$ cat src/ldsc_pkg.sv
// Constants and types for the line driver serial control and status port
package ldsc_pkg;

	// Width of the shift register, control latch and status word
	localparam int CTRL_WIDTH = 10;
	// Control latch value after reset: every channel forward active
	localparam logic [9:0] CTRL_RESET = 10'h000;
	// Shift register value after system reset
	localparam logic [9:0] SHIFT_RESET = 10'h000;
	// Stages of every pin synchroniser
	localparam int SYNC_STAGES = 2;
	// Number of pins sampled from the host side
	localparam int PIN_COUNT = 4;
	// Bit positions of the sampled host pins
	localparam int PIN_CLOCK = 0;
	localparam int PIN_ENABLE = 1;
	localparam int PIN_DATA = 2;
	localparam int PIN_RESET = 3;
	// Detectors per channel and their index in a detector group
	localparam int DET_COUNT = 4;
	localparam int DET_LOOP_LOW = 0;
	localparam int DET_LOOP_HIGH = 1;
	localparam int DET_RING_LOW = 2;
	localparam int DET_RING_HIGH = 3;
	// Width of one channel's raw comparator group
	localparam int RAW_WIDTH = 9;

	// Operating state of one channel's line driver
	typedef enum logic [2:0] {
		ldsc_forward_active,
		ldsc_raised_common_mode,
		ldsc_reverse_active,
		ldsc_wink,
		ldsc_scan,
		ldsc_ringing,
		ldsc_tip_open,
		ldsc_disconnect
	} ldsc_line_state_e;

	// Control word, d0 in the lowest bit
	typedef struct packed {
		logic test_load_ch2;
		logic test_load_ch1;
		logic current_limit_ch2;
		logic current_limit_ch1;
		logic [2:0] line_state_ch2;
		logic [2:0] line_state_ch1;
	} ldsc_ctrl_s;

	// Status flags of one channel, first shifted bit lowest
	typedef struct packed {
		logic thermal_ok_flag;
		logic ring_trip_high_flag;
		logic ring_trip_low_flag;
		logic loop_closure_high_flag;
		logic loop_closure_low_flag;
	} ldsc_chan_status_s;

	// Status word, channel 1 in d0 to d4
	typedef struct packed {
		ldsc_chan_status_s ch2;
		ldsc_chan_status_s ch1;
	} ldsc_status_s;

	// Raw comparator outputs of one channel
	typedef struct packed {
		logic thermal_shutdown;
		logic [3:0] above_release;
		logic [3:0] above_trip;
	} ldsc_det_raw_s;

endpackage : ldsc_pkg

$ cat src/ldsc_serial_port.sv
// Serial control and status port of a dual channel line driver
//
// Contract
// - Ten bit shift register plus ten bit latch
// - Idle shifting echoes input ten clocks later
// - Static enable never changes the latch
// - Enable rise loads all ten status bits
// - Status bit d0 appears at once
// - After status, output echoes delayed input
// - Second clock after enable rise captures data
// - Enable fall copies shift register to latch
// - Only enable fall or reset low updates the latch
// - Reset low forces latch to zero
// - Reset low freezes enable edge actions
// - Reset leaves shift register contents untouched
// - Reset and enable low keep shifting
// - Reset low, enable high holds register
// - Control layout: states, limits, test loads
// - Status layout: five flags per channel
// - Three bit line state decode, d0 first
// - Limit bit selects low or high limit
// - Test load bit one turns switch on
// - Thermal bit low means thermal shutdown
// - Loop closure bit low above threshold
// - Ring trip bit low above threshold
// - Detections clear below threshold minus hysteresis
// - Detectors run in every line state
`timescale 1ns/1ps
`default_nettype none

module ldsc_serial_port
	import ldsc_pkg::*;
(
	input wire logic i_clock,
	input wire logic i_resetn,
	input wire logic i_serial_clock,
	input wire logic i_serial_enable,
	input wire logic i_serial_data,
	input wire logic i_serial_reset_n,
	input wire ldsc_det_raw_s i_detect_ch1,
	input wire ldsc_det_raw_s i_detect_ch2,
	output logic o_serial_data,
	output var ldsc_ctrl_s o_control,
	output var ldsc_line_state_e o_line_state_ch1,
	output var ldsc_line_state_e o_line_state_ch2
);

	// Map a three bit field, d0 read first, to a line state
	function automatic ldsc_line_state_e decode_state(input logic [2:0] field);
		logic [2:0] code;
		ldsc_line_state_e state;
		code = {field[0], field[1], field[2]};
		unique case (code)
			3'h0: state = ldsc_forward_active;
			3'h1: state = ldsc_raised_common_mode;
			3'h2: state = ldsc_reverse_active;
			3'h3: state = ldsc_wink;
			3'h4: state = ldsc_scan;
			3'h5: state = ldsc_ringing;
			3'h6: state = ldsc_tip_open;
			3'h7: state = ldsc_disconnect;
		endcase
		return state;
	endfunction : decode_state

	// Next detection state from trip and release comparators
	function automatic logic [3:0] hysteresis(input logic [3:0] held,
			input logic [3:0] above_trip, input logic [3:0] above_release);
		return above_trip | (held & above_release);
	endfunction : hysteresis

	// First stage of the host pin synchroniser
	logic [PIN_COUNT-1:0] pin_meta;
	// Second stage, the only copy logic may read
	logic [PIN_COUNT-1:0] pin_sync;
	// Previous serial clock level for edge finding
	logic prev_clock;
	// Previous enable level for edge finding
	logic prev_enable;
	// First stage of the comparator synchroniser
	logic [2*RAW_WIDTH-1:0] det_meta;
	// Second stage of the comparator synchroniser
	logic [2*RAW_WIDTH-1:0] det_sync;
	// Held detections, one bit per detector
	logic [DET_COUNT-1:0] held_ch1;
	logic [DET_COUNT-1:0] held_ch2;
	// Serial shift register, bit 0 drives the output pin
	// ten bit register
	logic [CTRL_WIDTH-1:0] shifter;
	// Parallel control latch
	// separate control latch
	ldsc_ctrl_s control;
	// Set by a status load, cleared by the next clock rise
	logic skip_edge;

	// Synchronised comparator groups
	ldsc_det_raw_s det_ch1;
	ldsc_det_raw_s det_ch2;
	assign det_ch1 = det_sync[RAW_WIDTH-1:0];
	assign det_ch2 = det_sync[2*RAW_WIDTH-1:RAW_WIDTH];

	// Synchronised pins and their edges
	wire serial_reset_n = pin_sync[PIN_RESET];
	wire enable_level = pin_sync[PIN_ENABLE];
	wire serial_bit = pin_sync[PIN_DATA];
	// Serial clock rise, one cycle after the level settles
	// rising edge
	wire clock_rise = pin_sync[PIN_CLOCK] & ~prev_clock;
	// Enable edges; both edge finders clear low like the idle pins
	wire enable_rise = enable_level & ~prev_enable;
	wire enable_fall = ~enable_level & prev_enable;

	// Enable actions only while the serial reset pin is high
	// frozen edges
	wire load_status = enable_rise & serial_reset_n;
	wire latch_control = enable_fall & serial_reset_n;
	// Serial reset stops the clock only while enable is high
	// hold in reset
	wire hold_in_reset = ~serial_reset_n & enable_level;
	// A shift needs a clock rise that is not the swallowed one
	// idle shifting
	wire do_shift = clock_rise & ~hold_in_reset & ~skip_edge & ~load_status;

	// Next held detections
	// release hysteresis
	wire [DET_COUNT-1:0] next_held_ch1 =
		hysteresis(held_ch1, det_ch1.above_trip, det_ch1.above_release);
	wire [DET_COUNT-1:0] next_held_ch2 =
		hysteresis(held_ch2, det_ch2.above_trip, det_ch2.above_release);

	// Status word assembled from registered state only
	// Held flags lag the thermal flag by one comparator sample, so a load mixes two samples
	// single cycle snapshot
	ldsc_status_s status_word;
	assign status_word.ch1.loop_closure_low_flag = ~held_ch1[DET_LOOP_LOW];
	assign status_word.ch1.loop_closure_high_flag = ~held_ch1[DET_LOOP_HIGH];
	assign status_word.ch1.ring_trip_low_flag = ~held_ch1[DET_RING_LOW];
	assign status_word.ch1.ring_trip_high_flag = ~held_ch1[DET_RING_HIGH];
	assign status_word.ch1.thermal_ok_flag = ~det_ch1.thermal_shutdown;
	assign status_word.ch2.loop_closure_low_flag = ~held_ch2[DET_LOOP_LOW];
	assign status_word.ch2.loop_closure_high_flag = ~held_ch2[DET_LOOP_HIGH];
	assign status_word.ch2.ring_trip_low_flag = ~held_ch2[DET_RING_LOW];
	assign status_word.ch2.ring_trip_high_flag = ~held_ch2[DET_RING_HIGH];
	assign status_word.ch2.thermal_ok_flag = ~det_ch2.thermal_shutdown;

	// Next shift register value
	// status load
	wire [CTRL_WIDTH-1:0] next_shifter =
		load_status ? status_word :
		do_shift ? {serial_bit, shifter[CTRL_WIDTH-1:1]} : shifter;

	// Next control latch value
	// reset clears latch
	wire [CTRL_WIDTH-1:0] next_control =
		~serial_reset_n ? CTRL_RESET :
		latch_control ? shifter : control;

	// Next skip marker
	wire next_skip_edge = load_status | (skip_edge & ~clock_rise & serial_reset_n);

	// Pin and comparator synchronisers
	// Chains clear low, so serial reset reads low for two cycles after
	always_ff @(posedge i_clock) begin
		if (!i_resetn) begin
			pin_meta <= '0;
			pin_sync <= '0;
			det_meta <= '0;
			det_sync <= '0;
		end else begin
			pin_meta <= {i_serial_reset_n, i_serial_data, i_serial_enable, i_serial_clock};
			pin_sync <= pin_meta;
			det_meta <= {i_detect_ch2, i_detect_ch1};
			det_sync <= det_meta;
		end
	end

	// Edge finders
	always_ff @(posedge i_clock) begin
		if (!i_resetn) begin
			prev_clock <= 1'b0;
			prev_enable <= 1'b0;
		end else begin
			prev_clock <= pin_sync[PIN_CLOCK];
			prev_enable <= enable_level;
		end
	end

	// Detectors, updated whatever the line state
	// always active
	always_ff @(posedge i_clock) begin
		if (!i_resetn) begin
			held_ch1 <= '0;
			held_ch2 <= '0;
		end else begin
			held_ch1 <= next_held_ch1;
			held_ch2 <= next_held_ch2;
		end
	end

	// Shift register; the serial reset pin never clears it
	// contents kept
	always_ff @(posedge i_clock) begin
		if (!i_resetn) begin
			// Known start value after system reset
			shifter <= SHIFT_RESET;
			skip_edge <= 1'b0;
		end else begin
			shifter <= next_shifter;
			skip_edge <= next_skip_edge;
		end
	end

	// Control latch
	// copy on fall
	always_ff @(posedge i_clock) begin
		if (!i_resetn) begin
			control <= CTRL_RESET;
		end else begin
			control <= next_control;
		end
	end

	// Output pin follows the lowest shift register bit
	// d0 out first
	assign o_serial_data = shifter[0];
	assign o_control = control;
	assign o_line_state_ch1 = decode_state(control.line_state_ch1);
	assign o_line_state_ch2 = decode_state(control.line_state_ch2);
endmodule : ldsc_serial_port

`default_nettype wire

$ cat config.mk
export PLATFORM = sky130hd
export DESIGN_NAME = ldsc_serial_port
export DESIGN_NICKNAME = d
export VERILOG_FILES = /design/src/ldsc_pkg.sv /design/src/ldsc_serial_port.sv
export SDC_FILE = /design/constraint.sdc
export NUM_CORES = 1
export LEC_CHECK = 0
export BUFFER_PORTS_ARGS = -buffer_cell sky130_fd_sc_hd__buf_2
export CAP_MARGIN = 20
export CORE_MARGIN = 4
export CORE_UTILIZATION = 45
export DETAILED_ROUTE_END_ITERATION = 8
export GPL_TIMING_DRIVEN = 0
export PLACE_DENSITY = 0.7
export SETUP_SLACK_MARGIN = 0.3
export SLEW_MARGIN = 10
export SYNTH_ARGS = -nofsm -noshare
export SYNTH_HDL_FRONTEND = slang
export SYNTH_SLANG_ARGS = --single-unit
$ cat constraint.sdc
create_clock -name i_clock -period 1.34 [get_ports i_clock]
set_clock_uncertainty 0.15 [all_clocks]
set_input_delay 0 -clock i_clock [delete_from_list [all_inputs] [get_ports i_clock]]
set_output_delay 0 -clock i_clock [all_outputs]
set_load 0.05 [all_outputs]
==> results of run 1 <==
kinds of logic (layout without fill, tap and decap cells):
group / Yosys count / after routing / share of synthesized area
AO/OA/AOI/OAI: 23 / 23 / 0.0668
buffers and inverters: 16 / 99 / 0.0288
flip-flops: 81 / 81 / 0.632
multiplexers: 20 / 20 / 0.0780
AND/OR/NAND/NOR: 89 / 89 / 0.195
through the flow:
stage | TNS, ns | util | power [uW] | cell area, um2
2_1_floorplan | 0 | - | 2680 | 2600
3_3_place_gp | 0 | 0.523 | 2730 | 2880
3_5_place_dp | 0 | 0.523 | 2740 | 2880
4_1_cts | 0 | 0.626 | 4600 | 3450
5_1_grt | -0.173 | 0.649 | 4760 | 3580
6_report | 0 | 0.649 | 4570 | 3580
state kept, by name, indices dropped and copies added, names as in the netlist:
name	count
pin_meta	4
o_line_state_ch1	3
det_meta	18
shifter	10
held_ch2	4
prev_enable	1
held_ch1	4
o_line_state_ch2	3
prev_clock	1
det_sync	18
skip_edge	1
o_control	10
pin_sync	4
cells in the final DEF, fill, tap and decap left out, types with 10 or more instances in the layout:
| cell | count |
|---|---|
| dlygate4sd3_1 | 23 |
| buf_6 | 17 |
| dfxtp_1 | 64 |
| and2_1 | 46 |
| nor2_1 | 10 |
| a21oi_1 | 10 |
| dfxtp_2 | 15 |
| clkbuf_8 | 11 |
| buf_2 | 24 |
| nand2_1 | 19 |
| mux2i_1 | 19 |
cell usage after synthesis, types with 3 or more instances:
cell,number
buf_2,5
a21oi_1,10
nor2_1,10
dfxtp_1,81
clkbuf_1,7
nand2_1,19
inv_1,3
o221ai_1,9
nor2b_1,8
mux2i_1,20
and2_1,46
worst register-to-register path: stages (launching register included):
cell,delay [ns]
dfxtp_4,0.39
and3b_2,0.23
buf_6,0.14
mux2i_2,0.21
a21oi_1,0.08
final timing paths:
path / start / to / slack [ns] / depth (start not counted)
setup / recovery: pin_sync[3] / shifter[9] / 0.03 / 4
hold / removal: i_detect_ch1[5] / det_meta[5] / 0.23 / 3
setup reg to reg: pin_sync[3] / shifter[9] / 0.03 / 4
hold reg to reg: det_meta[11] / det_sync[11] / 0.28 / 1
per-layer routing:
metal  up-vias  part of all wire  global-route usage
met2        46              0.50               0.224
li1        903                 -                   -
met1       768              0.43               0.138
met3         6             0.053              0.0632
met5         -                 0                   0
met4         0             0.016              0.0746
timing repair:
item / 4_1_cts / 5_1_grt
endpoints found under the setup margin: 43 / 87
gates cloned: 1 / 1
hold buffers: 23 / 0
hold endpoints to repair: 35 / 0
setup buffers: 1 / 2
pin swaps: 1 / 5
gates resized for setup: 35 / 46
cell type report:
class,instances,share of cell area
plain buffers,13,0.0241
well taps,72,0.0252
repair buffers,67,0.169
clock buffers,11,0.0423
clock inverters,5,0.0175
multi-input cells,132,0.258
flip-flops and latches,81,0.461
inverters,3,0.00315
power groups by stage:
stage | Clock (uW) | Combinational (uW) | Sequential [uW]
2_1_floorplan | 0 | 122 | 2550
3_3_place_gp | 0 | 172 | 2560
3_5_place_dp | 0 | 175 | 2560
4_1_cts | 1860 | 237 | 2500
5_1_grt | 1970 | 278 | 2510
6_report | 1810 | 252 | 2500
==> impl_metrics.json, run 1 <==
{
  "status": "finished, final reports clean",
  "num_vias": 1723,
  "synthesis.instances": 229,
  "synth_cell_type_count": 22,
  "die_h_um": 83.5,
  "yosysTopAreaCellShare": 0.632,
  "relSlewSlack": 0.779,
  "crit_buf_inv": 1,
  "stdcell_count": 384,
  "place_congestion": 0.739,
  "io_buffers": 39,
  "p_clk_frac": 0.397,
  "fin_nets": 331,
  "seq_area_mm2": 0.00165,
  "slowest_delay_ns": 0.39,
  "cp_data_required_time_ns": 1.42,
  "cts_root_buf": "clkbuf_8",
  "period_minus_slack_ns": 1.31,
  "dp.cells": 340,
  "syn-cell-area_mm2": 0.00257,
  "dr.first_iter.drc_count": 47,
  "vdd_drop_max_mv": 1.03,
  "p_switching_uw": 967,
  "core-area_mm2": 0.00551,
  "end_kind": "flip-flop",
  "wl_um": 4500,
  "antenna_found_initial": 0,
  "cts.sinks": 81,
  "p_sw_frac": 0.212,
  "yosysSeqAreaShare": 0.632,
  "crit_chain": "and3b_2 > buf_6 > mux2i_2 > a21oi_1",
  "p_int_uw": 3600,
  "critPathKind": "reg2reg",
  "crit_fanout": 6,
  "yosys_warnings": 0,
  "grt_pass1_vias": 1640,
  "clock_path_buffers": 2,
  "overflow": 0,
  "cpLargestDelayFamily": "flip-flops",
  "grt_pass1_wl_um": 7220,
  "gr-usage-all-layers": 0.134,
  "maxSlewViolCount": 0,
  "fillers": 434,
  "row_count": 27,
  "timing.final.crit_share": 0.980,
  "tightestPinTransition_ns": 0.332,
  "synth_fp_nets": 253,
  "syn-mean-instance-area_um2": 11.2,
  "numCtsBuffers": 9,
  "rsz0062_at_grt": "yes",
  "start_util": 0.466,
  "antenna_left": 0,
  "async_reset_ff_frac": 0,
  "synth_top_flop_cell": "dfxtp_1",
  "htree_levels": 3,
  "viasPerCell": 4.49,
  "synthTopCellsByArea": "dfxtp_1 (63%), and2_1 (11%), mux2i_1 (7.8%)",
  "cts_tree": "done",
  "antenna_cells": 0,
  "start_kind": "flip-flop",
  "combPwrFrac": 0.055,
  "area_delta_synth_final_pct": 39.3,
  "pre_cts_ws_ns": 0.0795,
  "clock.fmax_mhz": 761,
  "pin_count": 41,
  "yosys_register_bits": 81,
  "synth_top_area_cell": "dfxtp_1",
  "die_w_um": 83.5,
  "hold_violations": 0,
  "drt-pass1-iter-count": 6,
  "maxCapViolations": 0,
  "hold_class": "in2reg",
  "drc_errors": 0,
  "multi_input_area_um2": 922,
  "grt_max_degree": 15,
  "die_area_mm2": 0.00697,
  "arrival_ns": 1.39,
  "timing.final.ws_setup_ns": 0.0266,
  "cp_slowest_cell": "dfxtp_4",
  "setup_viol": 0,
  "p_per_area_mw_per_mm2": 1280,
  "path_clk_slew_ns": 0.08,
  "drive_gt1_frac": 0.324,
  "synth_edf_count": 0,
  "p_leak_uw": 0.00152,
  "clock_latency_ns": 0.35,
  "hold_slack_ns": 0.231,
  "seqPwrFrac": 0.548,
  "routedWlPerCell_um": 11.7
}
No activity file was read; power rests on OpenSTA's default activity.
==> inputs of run 2 (changes only) <==
--- a/config.mk
+++ b/config.mk
@@ -7,11 +7,13 @@
 export LEC_CHECK = 0
 export BUFFER_PORTS_ARGS = -buffer_cell sky130_fd_sc_hd__buf_2
 export CAP_MARGIN = 20
+export CELL_PAD_IN_SITES_DETAIL_PLACEMENT = 0
+export CELL_PAD_IN_SITES_GLOBAL_PLACEMENT = 2
 export CORE_MARGIN = 4
-export CORE_UTILIZATION = 45
+export CORE_UTILIZATION = 35
 export DETAILED_ROUTE_END_ITERATION = 8
 export GPL_TIMING_DRIVEN = 0
-export PLACE_DENSITY = 0.7
+export PLACE_DENSITY = 0.8
 export SETUP_SLACK_MARGIN = 0.3
 export SLEW_MARGIN = 10
 export SYNTH_ARGS = -nofsm -noshare
==> run 2 against run 1 <==
  * Total power is 5.1% higher
  * Largest cell class unchanged
  * Setup slack gained 0.022 ns
  * Final area up 0.21%
  * Count of clock-buffer cells in the layout is 1 lower
  * Wire length is 1.1% lower
  * Core utilization decreased by 13 points
==> impl_metrics.json, run 2 (synthesis results as in run 1) <==
{
  "core-area_mm2": 0.00694,
  "placed_cell_area_mm2": 0.00291,
  "drc_errors": 0,
  "combPwrFrac": 0.052,
  "cp_data_required_time_ns": 1.41,
  "clock_latency_ns": 0.34,
  "multi_input_area_um2": 903,
  "relSlewSlack": 0.706,
  "p_int_uw": 3810,
  "route.met2.wl_um": 2110,
  "setup_viol": 0,
  "viasPerCell": 4.19,
  "final_common_cell": "dfxtp_1",
  "cts_root_buf": "clkbuf_8",
  "dr.max_layer_used": "met4",
  "cp_slowest_cell": "dfxtp_4",
  "clock_path_buffers": 2,
  "area_delta_synth_final_pct": 39.6,
  "place_congestion": 0.709,
  "hold_violations": 0,
  "p_switching_uw": 994,
  "crit_fanout": 10,
  "grt_pass1_vias": 1718,
  "met3WireLength_um": 187,
  "slowest_delay_ns": 0.36,
  "io_buffers": 39,
  "clock.fmax_mhz": 774,
  "p_leak_uw": 0.00151,
  "gr-usage-all-layers": 0.116,
  "die_h_um": 93.6,
  "seqPwrFrac": 0.521,
  "overflow": 0,
  "routedWlPerCell_um": 10.9,
  "num_vias": 1704,
  "status": "finished, final reports clean",
  "hold_class": "in2reg",
  "fillers": 631,
  "tightestPinTransition_ns": 0.441,
  "dr.first_iter.drc_count": 27,
  "final_cell_mix": "dfxtp_1 (64), and2_1 (46), buf_2 (24), dlygate4sd3_1 (24)",
  "rsz0062_at_grt": "yes",
  "cts.sinks": 81,
  "p_clk_frac": 0.428,
  "end_kind": "flip-flop",
  "routedLengthMet1_um": 2050,
  "vdd_drop_max_mv": 0.681,
  "timing.final.crit_share": 0.964,
  "numCtsBuffers": 9,
  "grt_pass1_wl_um": 7850,
  "fin_area_mm2": 0.00358,
  "p_per_area_mw_per_mm2": 1340,
  "fin_setup_tns_ns": 0,
  "antenna_left": 0,
  "wl_um": 4450,
  "drt-pass1-iter-count": 4,
  "pin_count": 41,
  "htree_levels": 3,
  "fin_nets": 330,
  "maxCapViolations": 0,
  "path_clk_slew_ns": 0.08,
  "drive_gt1_frac": 0.293,
  "maxSlewViolCount": 0,
  "arrival_ns": 1.36,
  "antenna_cells": 0,
  "start_util": 0.370,
  "seq_area_mm2": 0.00165,
  "period_minus_slack_ns": 1.29,
  "start_kind": "flip-flop",
  "die_area_mm2": 0.00877,
  "crit_chain": "and3b_1 > buf_6 > mux2i_2 > a21oi_1",
  "cts_tree": "done",
  "dpl.hpwl_um": 2920,
  "grt_max_degree": 16,
  "row_count": 30,
  "critPathKind": "reg2reg",
  "die_w_um": 93.6,
  "antenna_found_initial": 0,
  "reg_top3": "det_meta (18), det_sync (18)",
  "p_sw_frac": 0.207
}
run 2: changes by cell type in the layout (fill, tap and decap cells not counted), sizes merged:
cell	before	now
buf	50	48
inv	4	6
bufinv	1	2
clkbuf	18	17
clkinv	1	0
clkinvlp	2	1
dlygate4sd3	23	24
run 2: final timing paths:
kind	startpoint	to	slack, ns	cells past startpoint
setup reg to reg	prev_enable	shifter[9]	0.05	4
hold / removal	i_resetn	shifter[0]	0.04	4
setup / recovery	prev_enable	shifter[9]	0.05	4
hold reg to reg	pin_meta[3]	pin_sync[3]	0.28	1
run 2: what timing repair did:
action / in CTS / in global routing
gates resized for setup: 38 / 20
setup endpoints to repair: 44 / 38
hold endpoints to repair: 35 / 0
pin swaps: 1 / 1
hold buffers: 24 / 0
setup buffers: 2 / 1
run 2: metal layers:
| layer | global-route usage | vias up |
|---|---|---|
| li1 | - | 905 |
| met5 | 0 | - |
| met1 | 0.140 | 750 |
| met3 | 0.0346 | 8 |
| met2 | 0.183 | 41 |
| met4 | 0.0650 | 0 |
run 2: final cells by class:
type / instances / share of cell area
Multi-Input combinational cell: 132 / 0.252
Sequential cell: 81 / 0.461
Inverter: 3 / 0.00314
Buffer: 13 / 0.0234
Timing Repair Buffer: 66 / 0.159
Tap cell: 96 / 0.0335
Clock inverter: 6 / 0.0262
Clock buffer: 10 / 0.0416
run 2: metrics by stage:
stage	util	cells	hold WS (ns)	setup slack (ns)	power, uW
2_1_floorplan	-	229	-0.0227	0.179	2680
3_3_place_gp	0.419	364	0.0550	0.0464	2740
3_5_place_dp	0.419	364	0.0581	0.0441	2740
4_1_cts	0.508	406	0.0251	0.0317	4870
5_1_grt	0.516	407	0.0596	-0.00325	5030
6_report	0.516	407	0.0380	0.0486	4800
run 2: power groups by stage:
| stage | registers (uW) | logic, uW | clock network, uW |
|---|---|---|---|
| after floorplan | 2550 | 122 | 0 |
| after CTS | 2500 | 248 | 2120 |
| after global placement | 2560 | 177 | 0 |
| after detailed placement | 2560 | 177 | 0 |
| final | 2500 | 248 | 2050 |
| after global routing | 2510 | 280 | 2240 |
run 2: worst max-delay path: cells and delay by family, from the launching register on:
kind | cells | cell delay (ns)
flip-flops | 1 | 0.36
AND/OR/NAND/NOR | 1 | 0.22
multiplexers | 1 | 0.22
buffers and inverters | 1 | 0.15
AO/OA/AOI/OAI | 1 | 0.08
